==> src/core/nmi_ctl_pkg.sv <==
// Package: register map, field positions and types for the NMI control block
package nmi_ctl_pkg;

    // ------------------------------------------------------------
    // Register map
    // ------------------------------------------------------------
    localparam logic [7:0] NMI_CONTROL_OFFSET = 8'h00;
    localparam logic [7:0] POWER_CONTROL_OFFSET = 8'h10;
    localparam logic [7:0] NMI_KEY_OFFSET = 8'h20;
    localparam logic [7:0] UNLOCK_OFFSET = 8'h30;
    localparam logic [7:0] STATUS_OFFSET = 8'h40;

    // ------------------------------------------------------------
    // Field positions
    // ------------------------------------------------------------
    localparam int DEADMAN_BIT = 25;
    localparam int WATCHDOG_BIT = 24;
    localparam int SW_NMI_BIT = 23;
    localparam int GENERAL_BIT = 19;
    localparam int VOLTAGE_BIT = 18;
    localparam int CLOCK_FAIL_BIT = 17;
    localparam int SLEEP_WDT_BIT = 16;
    localparam int REG_SLEEP_BIT = 0;
    localparam int COUNT_W = 16;

    // ------------------------------------------------------------
    // Constants and reset values
    // ------------------------------------------------------------
    localparam logic [31:0] NMI_CONTROL_RESET = 32'h0000_0000;
    localparam logic [31:0] NMI_CONTROL_MASK = 32'h038F_FFFF;
    localparam logic POWER_CONTROL_RESET = 1'b0;
    localparam logic [7:0] NMI_KEY_VALUE = 8'h4E;
    localparam logic [1:0] CLOCK_MON_FAILSAFE = 2'h3;
    localparam logic [31:0] UNLOCK_KEY_A = 32'hAA99_6655;
    localparam logic [31:0] UNLOCK_KEY_B = 32'h5566_99AA;

    typedef enum logic [2:0] {
        CD_IDLE = 3'b001,
        CD_RUN = 3'b010,
        CD_FIRE = 3'b100
    } countdown_state_t;

    typedef struct packed {
        logic deadman;
        logic watchdog;
        logic sleep_watchdog;
        logic general;
        logic voltage;
        logic clock_fail;
        logic clock_switch_ok;
    } nmi_events_t;

    typedef struct packed {
        logic [7:0] addr;
        logic [31:0] wdata;
        logic wr;
        logic rd;
    } reg_req_t;

endpackage

==> src/core/nmi_reset_countdown_control.sv <==
// NMI source collection, reset countdown and regulator sleep control
`timescale 1ns/100ps
module nmi_reset_countdown_control
    import nmi_ctl_pkg::*;
#(
    parameter int COUNT_WIDTH = COUNT_W
)
(
    input wire logic clk_sys, // System clock
    input wire logic rst_n, // Synchronous reset, active low
    input wire logic clk_en, // Freezes all state when low
    input wire logic [7:0] reg_addr, // Register byte address
    input wire logic [31:0] reg_wdata, // Write data
    input wire logic reg_wr, // Write strobe
    input wire logic reg_rd, // Read strobe
    output logic [31:0] reg_rdata, // Read data, cycle after strobe
    input wire nmi_events_t events, // Source event pulses and levels
    input wire logic [1:0] clock_monitor_select, // Fail-safe monitor selection
    input wire logic in_service, // CPU inside NMI service routine
    output logic nmi_req, // One-cycle NMI request to CPU
    output logic osc_clock_fail_set, // Pulse sets oscillator-side fail flag
    output logic countdown_reset, // One-cycle device reset request
    output logic regulator_sleep_active // Regulator stays on during sleep
);

    // ------------------------------------------------------------
    // Register access decode
    // ------------------------------------------------------------
    function automatic logic hit(input logic [7:0] a, input logic [7:0] off);
        hit = (a == off);
    endfunction

    reg_req_t req;
    assign req = '{addr: reg_addr, wdata: reg_wdata, wr: reg_wr, rd: reg_rd};

    logic [31:0] ctl_q;
    logic [31:0] ctl_d;
    logic [31:0] prev_q;
    logic [COUNT_WIDTH-1:0] count_q;
    logic unlock_stage_q;
    logic unlocked_q;
    logic reg_sleep_q;
    logic [31:0] rdata_q;
    logic nmi_q;
    logic reset_q;
    logic osc_cf_q;
    countdown_state_t state_q;

    logic wr_ctl;
    logic clock_fail_hw;
    logic timer_source;
    logic key_hit;

    assign wr_ctl = req.wr && hit(req.addr, NMI_CONTROL_OFFSET) && unlocked_q;
    assign key_hit = req.wr && hit(req.addr, NMI_KEY_OFFSET) && (req.wdata[31:24] == NMI_KEY_VALUE);
    assign clock_fail_hw = events.clock_fail && (clock_monitor_select == CLOCK_MON_FAILSAFE);

    // ------------------------------------------------------------
    // Unlock sequence: two key words, then one write window
    // ------------------------------------------------------------
    always_ff @(posedge clk_sys)
    begin
        if (!rst_n)
        begin
            unlock_stage_q <= 1'b0;
            unlocked_q <= 1'b0;
        end
        else if (clk_en)
        begin
            if (req.wr && hit(req.addr, UNLOCK_OFFSET))
            begin
                unlock_stage_q <= (req.wdata == UNLOCK_KEY_A);
                unlocked_q <= unlock_stage_q && (req.wdata == UNLOCK_KEY_B);
            end
            // A power control write leaves the window open; a control write closes it
            else if (req.wr && hit(req.addr, NMI_CONTROL_OFFSET))
            begin
                unlocked_q <= 1'b0;
                unlock_stage_q <= 1'b0;
            end
        end
    end

    // ------------------------------------------------------------
    // Control register next value
    // ------------------------------------------------------------
    always_comb
    begin
        ctl_d = ctl_q;
        if (wr_ctl)
        begin
            ctl_d[31:16] = req.wdata[31:16] & NMI_CONTROL_MASK[31:16];
            if (!in_service)
            begin
                ctl_d[15:0] = req.wdata[15:0];
            end
        end
        // Hardware sets win over a software clear in the same cycle
        if (events.deadman)
        begin
            ctl_d[DEADMAN_BIT] = 1'b1;
        end
        if (events.watchdog)
        begin
            ctl_d[WATCHDOG_BIT] = 1'b1;
        end
        if (events.sleep_watchdog)
        begin
            ctl_d[SLEEP_WDT_BIT] = 1'b1;
        end
        if (events.general || key_hit)
        begin
            ctl_d[GENERAL_BIT] = 1'b1;
        end
        if (events.voltage)
        begin
            ctl_d[VOLTAGE_BIT] = 1'b1;
        end
        if (events.clock_switch_ok)
        begin
            ctl_d[CLOCK_FAIL_BIT] = 1'b0;
        end
        if (clock_fail_hw)
        begin
            ctl_d[CLOCK_FAIL_BIT] = 1'b1;
        end
        // Trigger bit is write-only in effect; it never latches
        ctl_d[SW_NMI_BIT] = 1'b0;
        if (reset_q)
        begin
            ctl_d = NMI_CONTROL_RESET;
        end
    end

    always_ff @(posedge clk_sys)
    begin
        if (!rst_n)
        begin
            ctl_q <= NMI_CONTROL_RESET;
            prev_q <= NMI_CONTROL_RESET;
        end
        else if (clk_en)
        begin
            ctl_q <= ctl_d;
            prev_q <= ctl_q;
        end
    end

    // ------------------------------------------------------------
    // NMI request: any flag rising, or a software trigger write
    // ------------------------------------------------------------
    logic [31:16] flags_rise;
    logic sw_trigger;
    assign flags_rise = ctl_q[31:16] & ~prev_q[31:16];
    assign sw_trigger = wr_ctl && req.wdata[SW_NMI_BIT];

    always_ff @(posedge clk_sys)
    begin
        if (!rst_n)
        begin
            nmi_q <= 1'b0;
        end
        else if (clk_en)
        begin
            nmi_q <= (|flags_rise) || sw_trigger;
        end
    end
    assign nmi_req = nmi_q;

    // Oscillator flag follows hardware fail only; software sets here never switch clocks
    always_ff @(posedge clk_sys)
    begin
        if (!rst_n)
        begin
            osc_cf_q <= 1'b0;
        end
        else if (clk_en)
        begin
            osc_cf_q <= clock_fail_hw;
        end
    end
    assign osc_clock_fail_set = osc_cf_q;

    // ------------------------------------------------------------
    // Reset countdown
    // ------------------------------------------------------------
    // Sleep watchdog wake is excluded: the device is awake and servicing
    assign timer_source = (flags_rise[WATCHDOG_BIT] || flags_rise[DEADMAN_BIT]);

    // ------------------------------------------------------------
    // Countdown owner: timer flags that armed or later joined the running count
    // ------------------------------------------------------------
    // Only a flag in the owner set may hold the count and fire the reset; a later
    // rise of the other timer joins the set instead of restarting it
    logic [1:0] owner_q;
    logic [1:0] timer_rise;
    logic [1:0] timer_flags;
    assign timer_rise = {flags_rise[DEADMAN_BIT], flags_rise[WATCHDOG_BIT]};
    assign timer_flags = {ctl_q[DEADMAN_BIT], ctl_q[WATCHDOG_BIT]};

    always_ff @(posedge clk_sys)
    begin
        if (!rst_n)
        begin
            owner_q <= 2'h0;
        end
        else if (clk_en)
        begin
            if (state_q == CD_IDLE)
            begin
                owner_q <= timer_rise;
            end
            else
            begin
                owner_q <= owner_q | timer_rise;
            end
        end
    end

    logic timer_flag_set;
    assign timer_flag_set = |(timer_flags & owner_q);

    always_ff @(posedge clk_sys)
    begin
        if (!rst_n)
        begin
            state_q <= CD_IDLE;
            count_q <= '0;
            reset_q <= 1'b0;
        end
        else if (clk_en)
        begin
            reset_q <= 1'b0;
            case (state_q)
                CD_IDLE:
                begin
                    if (timer_source)
                    begin
                        count_q <= ctl_q[COUNT_WIDTH-1:0];
                        state_q <= CD_RUN;
                    end
                end
                CD_RUN:
                begin
                    if (!timer_flag_set)
                    begin
                        state_q <= CD_IDLE;
                    end
                    else if (count_q == '0)
                    begin
                        reset_q <= 1'b1;
                        state_q <= CD_FIRE;
                    end
                    else
                    begin
                        count_q <= count_q - 1'b1;
                    end
                end
                CD_FIRE:
                begin
                    // One idle cycle lets the cleared register settle before rearming
                    state_q <= CD_IDLE;
                end
                default:
                begin
                    state_q <= CD_IDLE;
                end
            endcase
        end
    end
    assign countdown_reset = reset_q;

    // ------------------------------------------------------------
    // Power control
    // ------------------------------------------------------------
    // Shares the unlock window with the control register
    always_ff @(posedge clk_sys)
    begin
        if (!rst_n)
        begin
            reg_sleep_q <= POWER_CONTROL_RESET;
        end
        else if (clk_en && req.wr && hit(req.addr, POWER_CONTROL_OFFSET) && unlocked_q)
        begin
            reg_sleep_q <= req.wdata[REG_SLEEP_BIT];
        end
    end
    assign regulator_sleep_active = reg_sleep_q;

    // ------------------------------------------------------------
    // Read data, one cycle after the strobe, zero otherwise
    // ------------------------------------------------------------
    always_ff @(posedge clk_sys)
    begin
        if (!rst_n)
        begin
            rdata_q <= 32'h0000_0000;
        end
        else if (clk_en)
        begin
            rdata_q <= 32'h0000_0000;
            if (req.rd)
            begin
                if (hit(req.addr, NMI_CONTROL_OFFSET))
                begin
                    rdata_q <= ctl_q & NMI_CONTROL_MASK;
                end
                else if (hit(req.addr, POWER_CONTROL_OFFSET))
                begin
                    rdata_q <= {31'h0, reg_sleep_q};
                end
                else if (hit(req.addr, STATUS_OFFSET))
                begin
                    // Debug view: unlock window in bit 0, countdown state above
                    rdata_q <= {28'h000_0000, state_q, unlocked_q};
                end
            end
        end
    end
    assign reg_rdata = rdata_q;

endmodule // nmi_reset_countdown_control

==> config.mk <==
export PLATFORM = sky130hd
export DESIGN_NAME = nmi_reset_countdown_control
export DESIGN_NICKNAME = d
export VERILOG_FILES = /design/src/core/nmi_ctl_pkg.sv /design/src/core/nmi_reset_countdown_control.sv
export SDC_FILE = /design/constraint.sdc
export NUM_CORES = 1
export LEC_CHECK = 0
export ABC_CLOCK_PERIOD_IN_PS = 7100
export BUFFER_PORTS_ARGS = -buffer_cell sky130_fd_sc_hd__buf_2
export CAP_MARGIN = 10
export CORE_MARGIN = 4
export CORE_UTILIZATION = 58
export CTS_CLUSTER_DIAMETER = 100
export DETAILED_ROUTE_END_ITERATION = 8
export PLACE_DENSITY_LB_ADDON = 0.15
export SYNTH_ARGS = -nofsm -noshare
export SYNTH_HDL_FRONTEND = slang
export SYNTH_SLANG_ARGS = --single-unit
==> constraint.sdc <==
create_clock -name clk_sys -period 7.1 [get_ports clk_sys]
set_input_delay 0.71 -clock clk_sys [delete_from_list [all_inputs] [get_ports clk_sys]]
set_output_delay 0.71 -clock clk_sys [all_outputs]
set_load 0.05 [all_outputs]
# Word level (Yosys, flattened, before mapping)
# Cells that the tools add are included.
# classes
n_addsub	1
n_mul	0
div_mod_pow	0
n_lt_le_gt_ge	0
eq_ne	15
shifts	0
muxes	29
bitwise	4
reduce_logical	38
# ops
op	n
16-bit two-way mux	4
32-bit two-way mux	2
26-bit two-way mux	2
32-bit by 31-bit == test with 1-bit output (second input constant)	1
32-bit == test (second input constant)	1
16-bit one-hot mux with 2 select lines	1
16-bit bitwise AND	1
8-bit by 6-bit == test with 1-bit output (second input constant)	2
8-bit by 7-bit == test with 1-bit output (second input constant)	2
16-bit zero test	1
16-bit inverter	1
2-bit AND reduction	8
16-bit OR reduction	1
16-bit by 1-bit subtractor with 16-bit output (second input constant)	1
3-bit nonzero test	5
1-bit two-way mux	13
1-bit logical AND	11
3-bit two-way mux	3
8-bit by 5-bit == test with 1-bit output (second input constant)	1
8-bit zero test	1
4-bit two-way mux	2
2-bit != test (second input constant)	3
3-bit one-hot mux with 2 select lines	1
3-bit AND reduction	2
other kinds (13)	17
# totals
regBits	123
latchBits	0
mem_bits_rw	0
rom_bits	0
in_bits	55
out_inout_bits	36
elab_cells	107
n_memories	0

# Longest topological paths before layout
# Gate-level depths: netlist of the first run.
# logic_depth
depth_word	7
depth_mapped	9
mapped_depth_nobuf	7

# Worst setup path before layout of the first run
# No wires, ideal clock.
# synth_path
path_kind	input -> register
start	input port reg_addr[0]
end	register unlock_stage_q
setup_ns	0.071
arrival_ns	2.384
slack_ns	4.645
cell_stages	5
n_path_buf	0
path_cell_list	or4_4 > nor4b_4 > nand3_2 > or4_1 > a21oi_1
# synth_via
elab_chain_len	4
word_cells_on_any_way	7
cone_classes	1 x eq/ne; 1 x mux; 5 x reduce/logical
# synth_lines
item	line_no	source
from (decl)	nmi_reset_countdown_control.sv:12	input wire logic [7:0] reg_addr,
8-bit by 6-bit == test with 1-bit output / 8-bit zero test (equally long branches)	nmi_reset_countdown_control.sv:30	hit = (a == off);
1-bit logical AND (on tied branches)	nmi_reset_countdown_control.sv:70, nmi_reset_countdown_control.sv:76	
2-bit nonzero test (no line)	n/a	
2-bit AND reduction (no line)	n/a	
to (signal assigned)	nmi_reset_countdown_control.sv:72	unlock_stage_q <= (req.wdata == UNLOCK_KEY_A);
to (decl)	nmi_reset_countdown_control.sv:40	logic unlock_stage_q;
# Parallel ways exist; a longest one is shown, timed or not.
# A chain may end at the register's enable or synchronous reset.

# Final worst setup path of the first run
# layout_path
start	input port clk_en
end	register ctl_q[8]
# layout_via
elab_chain_len	1
# layout_lines
item	line_no	source
from (decl)	nmi_reset_countdown_control.sv:11	input wire logic clk_en,
3-bit AND reduction (no line)	n/a	
to (signal assigned)	nmi_reset_countdown_control.sv:144	ctl_q <= ctl_d;
to (decl)	nmi_reset_countdown_control.sv:36	logic [31:0] ctl_q;
# Every way passes these cells.

==> metrics list, run 1 <==
- Result of the run: finished clean
* Final Critical Period: 3221 ps
* Insertion delay to the later sink of the worst-skew pair: 350 ps
- Critical path required time: 7390 ps
- Prevailing post-synth register cell: dfxtp_1
* Highest cell delay on the worst timing path: 840 ps
* Drt total wl: 10,310 um
- Counting the buffers created by CTS gives 9.
* Worst-path fanout max: 30
- STA puts the critical path data arrival time at 3520 ps.
- Antenna Diode Count: 0
- For flop-to-flop paths, the worst setup slack is 4620 ps.
* Gates resized, CTS repair: 0
* Post-route DRC violation count: 0
* Global route total overflow: 0
* Horizontal extent of the die: 88.76 um
* I/O pin count: 91
- Syn avg cell area: 8.837 um2
- CP Launch Type: primary input
* Fmax: 310.5 MHz
* Tcrit/Tclk final: 45.37%
- Clock sink count: 77
- The internal portion of the total power is 709.6 uW.
* Number of slew-limit violations in the final report: 0
- For the pin with the worst max-slew slack, the measured transition is 1059 ps.
- Critical path capture point type: flop
* Relative area change from synthesis to final layout: 16.04%
- Crit. Startpoint: clk_en
- Worst path slowest cell: nor2_1
- The number of antenna violations at the first check in global routing came to 0.
- VDD sags by at most 0.1583 mV.
- In this run the remaining antenna-violating nets after routing total 0.
* Clock-pin slew reported for the worst setup and hold paths after clock tree synthesis: 90 ps
- In this run, the combinational gates consume 10.2% of the power.
- Logic depth of the worst register-to-register path: 6
- Number of flops mapped to enable cells by yosys: 0
* PwrDens: 218.6 nW/um2
- Launch point of the worst hold path: osc_clock_fail_set$_SDFFE_PN0P_
- Count of hold-fix buffers inserted at cts: 0
- The number of different library cells used by synthesis comes to 62.
- Detailed placement finished with a half-perimeter wire length of 7204 um.
* Fraction of synthesis flops using an asynchronous set or reset pin: 0%
- Wire length per cell: 17.92 um
* Unrepaired setup endpoints after global routing: false
- Setup-violating endpoint count in the final report: 0
- The final layout contains 549 nets.
- For this design the total switching power over the nets is 249.8 uW.
- Largest clock skew in the final design: 7.872 ps
* Total number of vias: 3,605
* Floorplan row count: 29
- In this run the standard cell core region covers 6350 um2.
- Entering global routing, the biggest net connects 48 pins.
* Buffers on Ports: 80
- Clock tree synthesis selected as its root buffer the cell clkbuf_8.
- Once the clock tree was built, the setup fixing pass inserted 0 buffers.
* Destination of the worst register-to-register timing path: count_q[6]$_SDFFE_PN0P_
- The worst register-to-register path begins at count_q[0]$_SDFFE_PN0P_.
- CTS tree: yes
- Net switching is 26.04% of the power.
- Combined global-route utilization of all metal layers: 26.27%
* Initial core utilization: 59.57%
- The H-tree generated during clock tree synthesis spans 3 levels.
- Counting along the longest clock path gives a buffer depth of 2.
- The number of global-route vias before repair came to 3,329.
* Fraction of final layout cells with drive strength greater than 1: 23.49%
- The cell area that synthesis handed to floorplanning was 3782 um2.
- In this run the worst hold path is classified as flop to flop.
* Sequential share of the synthesized area: 40.75%
- Sequential cell fraction of total power: 46.2%
- Dividing the detail-routed via count by the number of cells gives 6.270.
* GP Congestion: 0.9168
- After the first detailed-routing iteration, the DRC count stood at 199.
* Number of synthesized register bits: 77
- In this run the static leakage power is 0.001754 uW.
- Headroom to the max-slew limit came out at 29.17%.
- In the synthesized netlist, the number of instances is 428.
* Number of maximum-capacitance constraint violations: 0
- Measured along the y axis, the die boundary spans 88.76 um.
* Final cell count without fillers: 575
- Total instance count after detailed placement: 558
- The final number of hold-violating endpoints came to 0.
- Summed negative setup slack over all endpoints: 0 ps
* Type of the setup path with the least slack: primary input to flop
- Clock network fraction of design power: 43.6%
* Wire length of the first global-routing pass: 16,150 um
- Number of optimization iterations in the first detailed-route pass: 5
- Termination of the worst setup path: ctl_q[8]$_SDFFE_PN0P_
- Critical path cell sequence: buf_2, inv_1, or3_1, nor2_1, a22o_1
* Total die area: 7877 um2
- Total number of yosys warnings: 0
[placed cells by master, fill, tap and decap left out, types with 9 or more instances in the layout]
master / instances
o31ai_1: 11
o21ai_0: 9
nor2_1: 62
nand2_1: 18
a22oi_1: 23
mux2i_1: 13
dfxtp_1: 77
a22o_1: 17
conb_1: 10
a21oi_1: 27
clkbuf_8: 9
buf_2: 80
[critical path: cells and delay by family]
kind	cells	cell delay, ps
buf+inv	2	1080
simple gates	2	1470
compound gates	1	250
[worst min path at each step]
stage | end | slack, ps | cells after the start
5_1_grt | unlock_stage_q$_SDFFE_PN0P_ | 500 | 2
6_report | osc_clock_fail_set$_SDFFE_PN0P_ | 480 | 2
4_1_cts | osc_clock_fail_set$_SDFFE_PN0P_ | 480 | 2
3_5_place_dp | osc_clock_fail_set$_SDFFE_PN0P_ | 460 | 2
2_1_floorplan | unlock_stage_q$_SDFFE_PN0P_ | 430 | 2
3_3_place_gp | unlock_stage_q$_SDFFE_PN0P_ | 450 | 2
[flip-flops by register name, indices dropped and copies added, names as in the netlist]
register                cells
countdown_reset             1
regulator_sleep_active      1
nmi_req                     1
unlock_stage_q              1
state_q                     3
count_q                    16
ctl_q                      22
unlocked_q                  1
reg_rdata                  22
owner_q                     2
prev_q                      6
osc_clock_fail_set          1
[area by class of cell]
class / count / area, um2
multi-input combinational: 311 / 2028
fill: 521 / 1961
sequential: 77 / 1541
timing repair buffer: 85 / 437.9
clock inverter: 7 / 127.6
clock buffer: 9 / 123.9
tap: 77 / 96.34
inverter: 9 / 33.78
[cells by family (layout without fill, tap and decap cells)]
kind of cell / after synthesis / count (layout) / share of synthesized area (%)
fa+ha+maj: 1 / 1 / 0.3307
xor+xnor: 1 / 1 / 0.2316
compound gates: 133 / 133 / 25.51
mux: 13 / 13 / 3.440
simple gates: 153 / 153 / 23.12
other cells: 1 / 10 / 0.09914
flops: 77 / 77 / 40.75
buf+inv: 49 / 110 / 6.517
[power groups by stage]
stage | clock network, uW | registers, uW | logic [uW]
floorplan | 0 | 454 | 65.6
global placement | 0 | 453 | 94.4
detailed placement | 0 | 453 | 95.4
CTS | 423 | 443 | 95.5
global route | 442 | 445 | 105
finish | 418 | 444 | 97.5
[synth_stat cells, types with 3 or more instances]
master	number	area, um2
or4_1	4	30.03
nor4_1	8	50.05
a31oi_1	3	18.77
o21a_1	3	22.52
nand2b_1	5	31.28
o31a_1	4	35.03
nand4_1	6	37.54
dfxtp_1	77	1541
a22o_1	17	148.9
inv_1	8	30.03
a22oi_1	23	172.7
a21oi_1	27	135.1
o31ai_1	11	82.58
nand4b_1	8	70.07
or4bb_1	3	33.78
clkbuf_1	22	82.58
o311ai_0	6	52.55
buf_2	5	25.02
o21ai_0	9	45.04
or3_1	5	31.28
buf_4	11	82.58
o22ai_1	4	25.02
nand2_1	18	67.56
o311ai_1	8	70.07
nand3_1	4	20.02
nor2_1	62	232.7
nor3_1	8	40.04
mux2i_1	13	130.1
[through the flow]
step	hold WS (ps)	cell area, um2	setup slack, ps	util [%]	power, uW
after floorplan	432.0	3816	4645	-	519.8
after global placement	449.8	4130	3629	65.04	547.6
after detailed placement	464.8	4130	3520	65.04	548.8
after CTS	481.7	4382	3905	69.00	962.0
after global routing	497.7	4389	3657	69.12	991.4
final	479.0	4389	3879	69.12	959.3
[metal layers]
metal  vias to the layer above  wire length [um]  GRT usage (%)
li1                       1739                 -              -
met1                      1703              4455          32.61
met5                         -                 0              0
met2                       141              4915          43.66
met4                         0               248          11.95
met3                        22               686          5.400
(Power assumes the default switching activity.)
==> inputs of run 2 (changes only) <==
--- a/config.mk
+++ b/config.mk
@@ -5,11 +5,11 @@
 export SDC_FILE = /design/constraint.sdc
 export NUM_CORES = 1
 export LEC_CHECK = 0
-export ABC_CLOCK_PERIOD_IN_PS = 7100
+export ABC_CLOCK_PERIOD_IN_PS = 3100
 export BUFFER_PORTS_ARGS = -buffer_cell sky130_fd_sc_hd__buf_2
 export CAP_MARGIN = 10
 export CORE_MARGIN = 4
-export CORE_UTILIZATION = 58
+export CORE_UTILIZATION = 54
 export CTS_CLUSTER_DIAMETER = 100
 export DETAILED_ROUTE_END_ITERATION = 8
 export PLACE_DENSITY_LB_ADDON = 0.15
==> constraint.sdc (replaced) <==
create_clock -name clk_sys -period 3.1 [get_ports clk_sys]
set_input_delay 0.31 -clock clk_sys [delete_from_list [all_inputs] [get_ports clk_sys]]
set_output_delay 0.31 -clock clk_sys [all_outputs]
set_load 0.05 [all_outputs]
==> run 2 against run 1 <==
Utilization decreased by 4.1 points. Design area increased by 0.63%. Via count decreased by 0.22%. Wire length is 3.7% lower. First-iteration DRC count increased by 94%. Worst setup slack got worse by 3300 ps. Combinational power up 130%. Sequential power grew 130%. Count of clock-buffer cells in the layout unchanged. Sequential share of layout area decreased by 0.22 points. Global-route usage fell by 2.3 points. Critical path depth grew 1.
==> metrics list, run 2 (same netlist as run 1, synthesis figures left out) <==
- Result of the run: finished clean
* Logic gate share of total power: 10.6% (+0.4 points)
- The height of the chip came to 91.69 um (+3.3%).
- Number of maximum-capacitance constraint violations: 0 (unchanged)
- Clock-pin slew reported for the worst setup and hold paths after clock tree synthesis: 90 ps (about the same)
- The sum of negative setup slack was 0 ps (unchanged).
* Total number of vias: 3,597 (-0.22%)
- The total buffers and inverters traversed by the critical path was 1 (-1).
- The number of global-route vias before repair is 3,329 (unchanged).
- Total die area: 8407 um2 (+6.7%)
* Routed metal-1 wire length: 4612 um (+3.5%)
- Horizontal extent of the die: 91.69 um (+3.3%)
* PwrDens: 479.3 nW/um2 (+120%)
* Highest cell delay on the worst timing path: 600 ps (-240 ps)
- The detailed-routed wire length on met3 is 689 um (+0.44%).
* Switching share of power: 27.06% (+1.0 points)
* Clock root cell: clkbuf_8
- Static timing analysis puts the maximum clock frequency at 402.1 MHz.
- Routed length on met2: 4424 um (-10%)
- Combined global-route utilization of all metal layers: 24.00% (-2.3 points)
* Highest-count cells in the layout ignoring fill and taps: 80 x buf_2, 77 x dfxtp_1, 62 x nor2_1
- Walking the worst path, the cells encountered are inv_1, ha_1, or4b_1, or4b_4, o21ai_4, o21ai_0.
- The maximum buffer depth of the clock tree was 2 (unchanged).
- The worst setup path is captured at a flop.
- Antenna Diode Count: 0 (unchanged)
- The detailed router used layers up to and including met4.
- STA classifies the critical path startpoint as a flop.
- Internal power contribution: 1544 uW (+120%)
- In this run the most critical hold path is launched from reg_wdata[6].
* Peak supply drop: 0.2722 mV (+72%)
* Gates resized, CTS repair: 0 (unchanged)
- Relative slew slack: 26.67% (-2.5 points)
- Post-CTS setup-driven buffer insertion count: 0 (unchanged)
* Wire length per cell: 16.61 um (-7.3%)
- Drt total wl: 9919 um (-3.7%)
* Largest clock skew in the final design: 10.29 ps (+2.417 ps)
* Class of the tightest hold or removal check: primary input to flop
* Global route total overflow: 0 (unchanged)
- CTS buffer count: 9 (unchanged)
- Worst path slowest cell: or4b_4
* Routed Antenna Nets: 0 (unchanged)
* Initial core utilization: 55.67% (-3.9 points)
- TritonCTS built the clock tree.
- The internal reg-to-reg setup slack came to 610 ps (-4010 ps).
- Commonest non-fill, non-tap cell in the layout: buf_2
- Critical path required time: 3330 ps (-4060 ps)
* Data arrival time at the worst-slack endpoint: 2720 ps (-800 ps)
* Clock network fraction of design power: 41.5% (-2.1 points)
* Leakage power of the design: 0.001756 uW (+0.13%)
- Switching pwr: 572.7 uW (+130%)
- Post-detailed-placement cell area: 4177 um2 (+1.1%)
- The first-pass GRT wire length is 16,260 um (+0.72%).
- The post-layout net count is 552 (+0.55%).
- Type of the setup path with the least slack: flop to flop
* Buffers on Ports: 80 (unchanged)
- Unrepaired setup endpoints after global routing: false
* Number of optimization iterations in the first detailed-route pass: 5 (unchanged)
- Worst hold path cell count: 2 (unchanged)
* Placed wire-length estimate after detailed placement: 7105 um (-1.4%)
* Post-layout instance area: 4417 um2 (+0.63%)
- The number of sinks on the clock net was 77 (unchanged).
* Relative area change from synthesis to final layout: 16.77%
- In this run the critical register-to-register path is launched from count_q[0]$_SDFFE_PN0P_.
- The count of final setup violators is 0 (unchanged).
- Floorplan row count: 30 (+3.4%)
* Post-route DRC violation count: 0 (unchanged)
- Logic depth of the worst register-to-register path: 6 (unchanged)
- The maximum number of pins on one net before global-route repair was 52 (+8.3%).
- End point of the most critical hold path: ctl_q[6]$_SDFFE_PN0P_
* Destination of the worst register-to-register timing path: count_q[5]$_SDFFE_PN0P_
- The worst path uses 80.22% of the clock period.
- The routability congestion estimate from global placement came to 0.8560 (-6.6%).
* Final Hold Viols: 0 (unchanged)
- The total number of H-tree levels is 3 (unchanged).
- Insertion delay to the later sink of the worst-skew pair: 360 ps (about the same)
- The detailed router's first-iteration violation count came to 387 (+94%).
* Initial antenna violation count: 0 (unchanged)
- Core region area: 6794 um2 (+7.0%)
- The fraction of layout cells with a size suffix above 1 came to 23.95% (+0.46 points).
* Count of hold-fix buffers inserted at cts: 0 (unchanged)
* Largest delay share family, worst path: simple AND/OR/NAND/NOR gates
- Worst-path fanout max: 14 (-53%)
- The actual transition at the worst max-transition pin is 1100 ps (+41.43 ps).
* I/O pin count: 91 (unchanged)
* Sequential cell fraction of total power: 48.0% (+1.8 points)
- The vias per cell was 6.025 (-3.9%).
- The count of pins over their slew limit was 0 (unchanged).
- The worst path needs 2487 ps of the cycle, external delays included.
==> run 2: power by group through the flow <==
stage	logic [uW]	clock network, uW	registers [uW]
2_1_floorplan	150	0	1040
3_3_place_gp	216	0	1040
3_5_place_dp	218	0	1040
4_1_cts	218	892	1020
5_1_grt	242	931	1020
6_report	223	878	1020
==> run 2: how the worst max path moves through the flow <==
stage,start,end,slack [ps],cells past startpoint
after global placement,count_q[0]$_SDFFE_PN0P_,count_q[8]$_SDFFE_PN0P_,710,6
final,count_q[0]$_SDFFE_PN0P_,count_q[5]$_SDFFE_PN0P_,610,6
after global routing,count_q[1]$_SDFFE_PN0P_,count_q[5]$_SDFFE_PN0P_,480,6
after detailed placement,count_q[0]$_SDFFE_PN0P_,count_q[5]$_SDFFE_PN0P_,640,6
after CTS,count_q[0]$_SDFFE_PN0P_,count_q[5]$_SDFFE_PN0P_,640,6
after floorplan,count_q[0]$_SDFFE_PN0P_,count_q[5]$_SDFFE_PN0P_,890,8
==> run 2: cell type report <==
type | instances | area [um2]
Inverter | 9 | 33.78
Clock buffer | 9 | 123.9
Fill cell | 608 | 2377
Clock inverter | 7 | 105.1
Timing Repair Buffer | 88 | 464.2
Sequential cell | 77 | 1541
Multi-Input combinational cell | 311 | 2028
Tap cell | 96 | 120.1
==> run 2: layer usage <==
| metal | vias to the layer above | track usage, % |
|---|---|---|
| met3 | 16 | 3.774 |
| met4 | 0 | 10.15 |
| li1 | 1741 | - |
| met5 | - | 0 |
| met1 | 1709 | 34.12 |
| met2 | 131 | 36.15 |
==> run 2: worst reg2reg max path, delay by kind of cell, from the launching register on <==
| family | cells | cell delay, ps |
|---|---|---|
| flip-flops | 1 | 350 |
| buffers and inverters | 1 | 70 |
| AND/OR/NAND/NOR | 2 | 1190 |
| adder cells (fa/ha/maj) | 1 | 200 |
| AO/OA/AOI/OAI | 2 | 570 |
==> run 2: stage by stage <==
| step | std cells | setup WS [ps] | hold WS, ps | utilization, % | total power, uW |
|---|---|---|---|---|---|
| after detailed placement | 580 | 641.1 | 450.7 | 61.47 | 1256 |
| after floorplan | 437 | 891.8 | 432.0 | - | 1191 |
| after global routing | 597 | 483.2 | 188.9 | 65.01 | 2190 |
| after CTS | 596 | 637.9 | 173.3 | 64.84 | 2126 |
| after global placement | 580 | 707.3 | 444.3 | 61.47 | 1254 |
| final | 597 | 613.2 | 184.8 | 65.01 | 2117 |
==> inputs of run 3 (changes only) <==
--- a/config.mk
+++ b/config.mk
@@ -5,11 +5,12 @@
 export SDC_FILE = /design/constraint.sdc
 export NUM_CORES = 1
 export LEC_CHECK = 0
-export ABC_CLOCK_PERIOD_IN_PS = 3100
+export ABC_AREA = 1
+export ABC_CLOCK_PERIOD_IN_PS = 2450
 export BUFFER_PORTS_ARGS = -buffer_cell sky130_fd_sc_hd__buf_2
 export CAP_MARGIN = 10
 export CORE_MARGIN = 4
-export CORE_UTILIZATION = 54
+export CORE_UTILIZATION = 55
 export CTS_CLUSTER_DIAMETER = 100
 export DETAILED_ROUTE_END_ITERATION = 8
 export PLACE_DENSITY_LB_ADDON = 0.15
==> constraint.sdc (replaced) <==
create_clock -name clk_sys -period 2.45 [get_ports clk_sys]
set_input_delay 0.245 -clock clk_sys [delete_from_list [all_inputs] [get_ports clk_sys]]
set_output_delay 0.245 -clock clk_sys [all_outputs]
set_load 0.05 [all_outputs]
==> run 3 against run 2 <==
Synthesized cell count rose by 50%. Total power rose by 47%. Fmax rose by 29%. Global-route usage rose by 2.0 points. Sequential power rose by 33%. Clock skew barely moved. Largest cell class unchanged. Register-to-register slack got worse by 90 ps. Count of clock-buffer cells in the layout did not move.
==> metrics list, run 3 <==
- The effective utilization at floorplan was 57.62% (+2.0 points).
- The share of synthesized flip-flops with an asynchronous set or reset came to 0% (unchanged).
- Largest clock skew in the final design: 10.29 ps (-0.003800 ps)
- Overall power after layout: 3116 uW (+47%)
- The total number of H-tree levels came to 3 (unchanged).
- Sequential cell fraction of total power: 43.5% (-4.5 points)
- The portion of total power attributed to the clock network is 31.9% (-9.6 points).
- Synthesized cell area: 4247 um2 (+12%)
- Maximum number of pins on one net before global-route repair: 54 (+3.8%)
* Post-CTS setup-driven buffer insertion count: 0 (unchanged)
- The number of warning messages in the yosys log came to 0 (unchanged).
* Area of the multi-input gates: 2292 um2 (+13%)
- Fmax: 518.5 MHz (+29%)
* Largest delay share family, worst path: simple AND/OR/NAND/NOR gates
- The cell internal power dissipation came to 2034 uW (+32%).
* Critical path required time: 2660 ps (-670 ps)
* Class of the tightest hold or removal check: primary input to flop
* CP Launch Type: flop
- The number of design rule violations left after detail routing came to 0 (unchanged).
- Critical path cell sequence: inv_2, nor2_2, nand2_2, nand2_2, nand2_4, nor2_8, nand2_4, inv_2, nand2_1, nand2_1, nor2_1
* Setup-violating endpoint count in the final report: 0 (unchanged)
* Summed negative setup slack over all endpoints: 0 ps (unchanged)
- The per-cell routed wire length was 13.94 um (-16%).
- The number of different library cells in the post-synthesis netlist was 41 (-34%).
* Highest-count cells in the layout ignoring fill and taps: 184 x nand2_1, 80 x buf_2, 77 x dfxtp_1
- The count of pins over their slew limit came to 0 (unchanged).
- Cell with the most instances after synthesis: nand2_1
- Data arrival time at the worst-slack endpoint: 2140 ps (-580 ps)
- The vias per cell came to 5.315 (-12%).
- For this run, the leading register cell type out of synthesis is dfxtp_1.
- The global-route total usage across every layer came to 25.98% (+2.0 points).
- The fraction of power spent switching nets was 34.71% (+7.7 points).
* Unrepaired setup endpoints after global routing: false
* Clock-pin slew reported for the worst setup and hold paths after clock tree synthesis: 80 ps (about the same)
* Filler cell count: 712 (+17%)
- End-of-flow core utilization: 65.94% (+0.93 points)
* Clock buffer depth: 2 (unchanged)
- The commonest cells after synthesis are 184 x nand2_1, 77 x dfxtp_1, 64 x nor2_1.
- Gates resized, CTS repair: 0 (unchanged)
* Wire length of the first global-routing pass: 18,840 um (+16%)
- The post-layout net count is 770 (+39%).
* Placed wire-length estimate after detailed placement: 8491 um (+20%)
* I/O pin count: 91 (unchanged)
* Number of flops mapped to enable cells by yosys: 0 (unchanged)
- Insertion delay to the later sink of the worst-skew pair: 350 ps (about the same)
- The library cell used most frequently in the layout, excluding fill and tap cells, is nand2_1.
- The total die area was 9191 um2 (+9.3%).
- Final Critical Period: 1929 ps (-558.0 ps)
* Critical path capture point type: flop
- The peak per-stage delay on the critical path is 380 ps (-220 ps).
* Worst path slowest cell: dfxtp_1
- Global route total overflow: 0 (unchanged)
- Worst-Margin Slew: 920.8 ps (-179.2 ps)
- Sequential share of the synthesized area: 36.30% (-4.5 points)
- Tightest hold margin: 180.5 ps (-4.264 ps)
- Relative slew slack: 38.52% (+12 points)
* Via count of the first global-routing pass: 4,089 (+23%)
- The biggest area contributor in the post-synthesis netlist is dfxtp_1.
- Syn avg cell area: 6.625 um2 (-25%)
- The quantity of I/O buffers inserted on ports is 80 (unchanged).
* Worst-path fanout max: 19 (+5)
- The detailed router's first-iteration violation count was 302 (-22%).
- The critical path in this run is classified as flop to flop.
* Cell count after synthesis: 641 (+50%)
- Number of optimization iterations in the first detailed-route pass: 4 (-1)
- Largest cells by area after synthesis: dfxtp_1 36%, nand2_1 16%, a21oi_1 6.7%
* PwrDens: 641.1 nW/um2 (+34%)
- The number of max-capacitance violations reported is 0 (unchanged).
- Drt total wl: 11,410 um (+15%)
* CTS tree: yes
- Total number of vias: 4,348 (+21%)
- The total number of placement rows was 31 (+3.3%).
* Y dimension of the die: 95.87 um (+4.6%)
- Count of hold-fix buffers inserted at cts: 0 (unchanged)
- The switching power came to 1081 uW (+89%).
- Peak supply drop: 0.3282 mV (+21%)
- Clock root cell: clkbuf_8
* CP bufs+invs: 2 (+1)
* Number of synthesized register bits: 77 (unchanged)
- The final antenna diode count is 0 (unchanged).
- The routability congestion estimate from global placement is 0.8975 (+4.8%).
- Logic gate share of total power: 24.5% (+14 points)
* Horizontal extent of the die: 95.87 um (+4.6%)
* Tcrit/Tclk final: 78.73% (-1.5 points)
- The number of sinks on the clock net is 77 (unchanged).
- Area of all sequential standard cells: 1541 um2 (unchanged)
- The number of antenna violations at the first check in global routing is 0 (unchanged).
- Result of the run: finished clean
- Fraction of final layout cells with drive strength greater than 1: 19.05% (-4.9 points)
- The area share of the largest cell type after synthesis was 36.30% (-4.5 points).
* CTS buffer count: 9 (unchanged)
- Core region area: 7370 um2 (+8.5%)
* Routed Antenna Nets: 0 (unchanged)
* Leakage power of the design: 0.002220 uW (+26%)
* Relative area change from synthesis to final layout: 14.44%
* Final Hold Viols: 0 (unchanged)
[run 3: cells by family (layout without fill, tap and decap cells)]
kind of cell    after synthesis  count (layout)  synth area share [%]
simple gates                358             358                 38.72
mux                           4               4                0.9429
flops                        77              77                 36.30
buf+inv                     101             170                 10.52
compound gates               95              95                 12.32
xor+xnor                      4               4                0.8249
other cells                   1              10               0.08831
fa+ha+maj                     1               1                0.2946
[run 3: cell type report]
type | instances | share of cell area (%)
tap | 99 | 2.549
multi-input combinational | 472 | 47.17
inverter | 68 | 5.252
timing repair buffer | 86 | 9.166
clock buffer | 9 | 2.549
clock inverter | 7 | 1.596
sequential | 77 | 31.72
[run 3: power groups by stage]
stage | Combinational, uW | Clock (uW) | Sequential (uW)
final | 765 | 995 | 1360
after global routing | 853 | 1080 | 1360
after CTS | 754 | 1010 | 1360
after detailed placement | 749 | 0 | 1380
after global placement | 736 | 0 | 1380
after floorplan | 586 | 0 | 1380
[run 3: routing by layer]
metal	vias up	global-route usage [%]	wire length (um)
met3	24	4.769	598
met2	113	44.53	5567
met1	2008	33.19	5026
li1	2203	-	-
met4	0	7.701	214
met5	-	0	0
[run 3: metrics by stage]
step | worst slack [ps] | cell area (um2) | cells
floorplan | 698.6 | 4280 | 650
global route | 351.3 | 4860 | 818
detailed placement | 551.9 | 4658 | 802
finish | 521.2 | 4860 | 818
CTS | 542.5 | 4860 | 818
global placement | 634.7 | 4658 | 802
[run 3: worst paths after layout]
check | start | end | slack (ps) | cells after the start
max reg2reg | state_q[1]$_SDFFE_PN0P_ | count_q[12]$_SDFFE_PN0P_ | 520 | 11
min | reg_wdata[4] | ctl_q[4]$_SDFFE_PN0P_ | 180 | 3
min reg2reg | reg_rdata[19]$_SDFFE_PN0P_ | reg_rdata[19]$_SDFFE_PN0P_ | 460 | 2
max | state_q[1]$_SDFFE_PN0P_ | count_q[12]$_SDFFE_PN0P_ | 520 | 11
[run 3: worst reg2reg max path: cells and delay by family (launching register included)]
kind / cells / cell delay [ps]
flops: 1 / 380
buf+inv: 2 / 310
simple gates: 9 / 1090
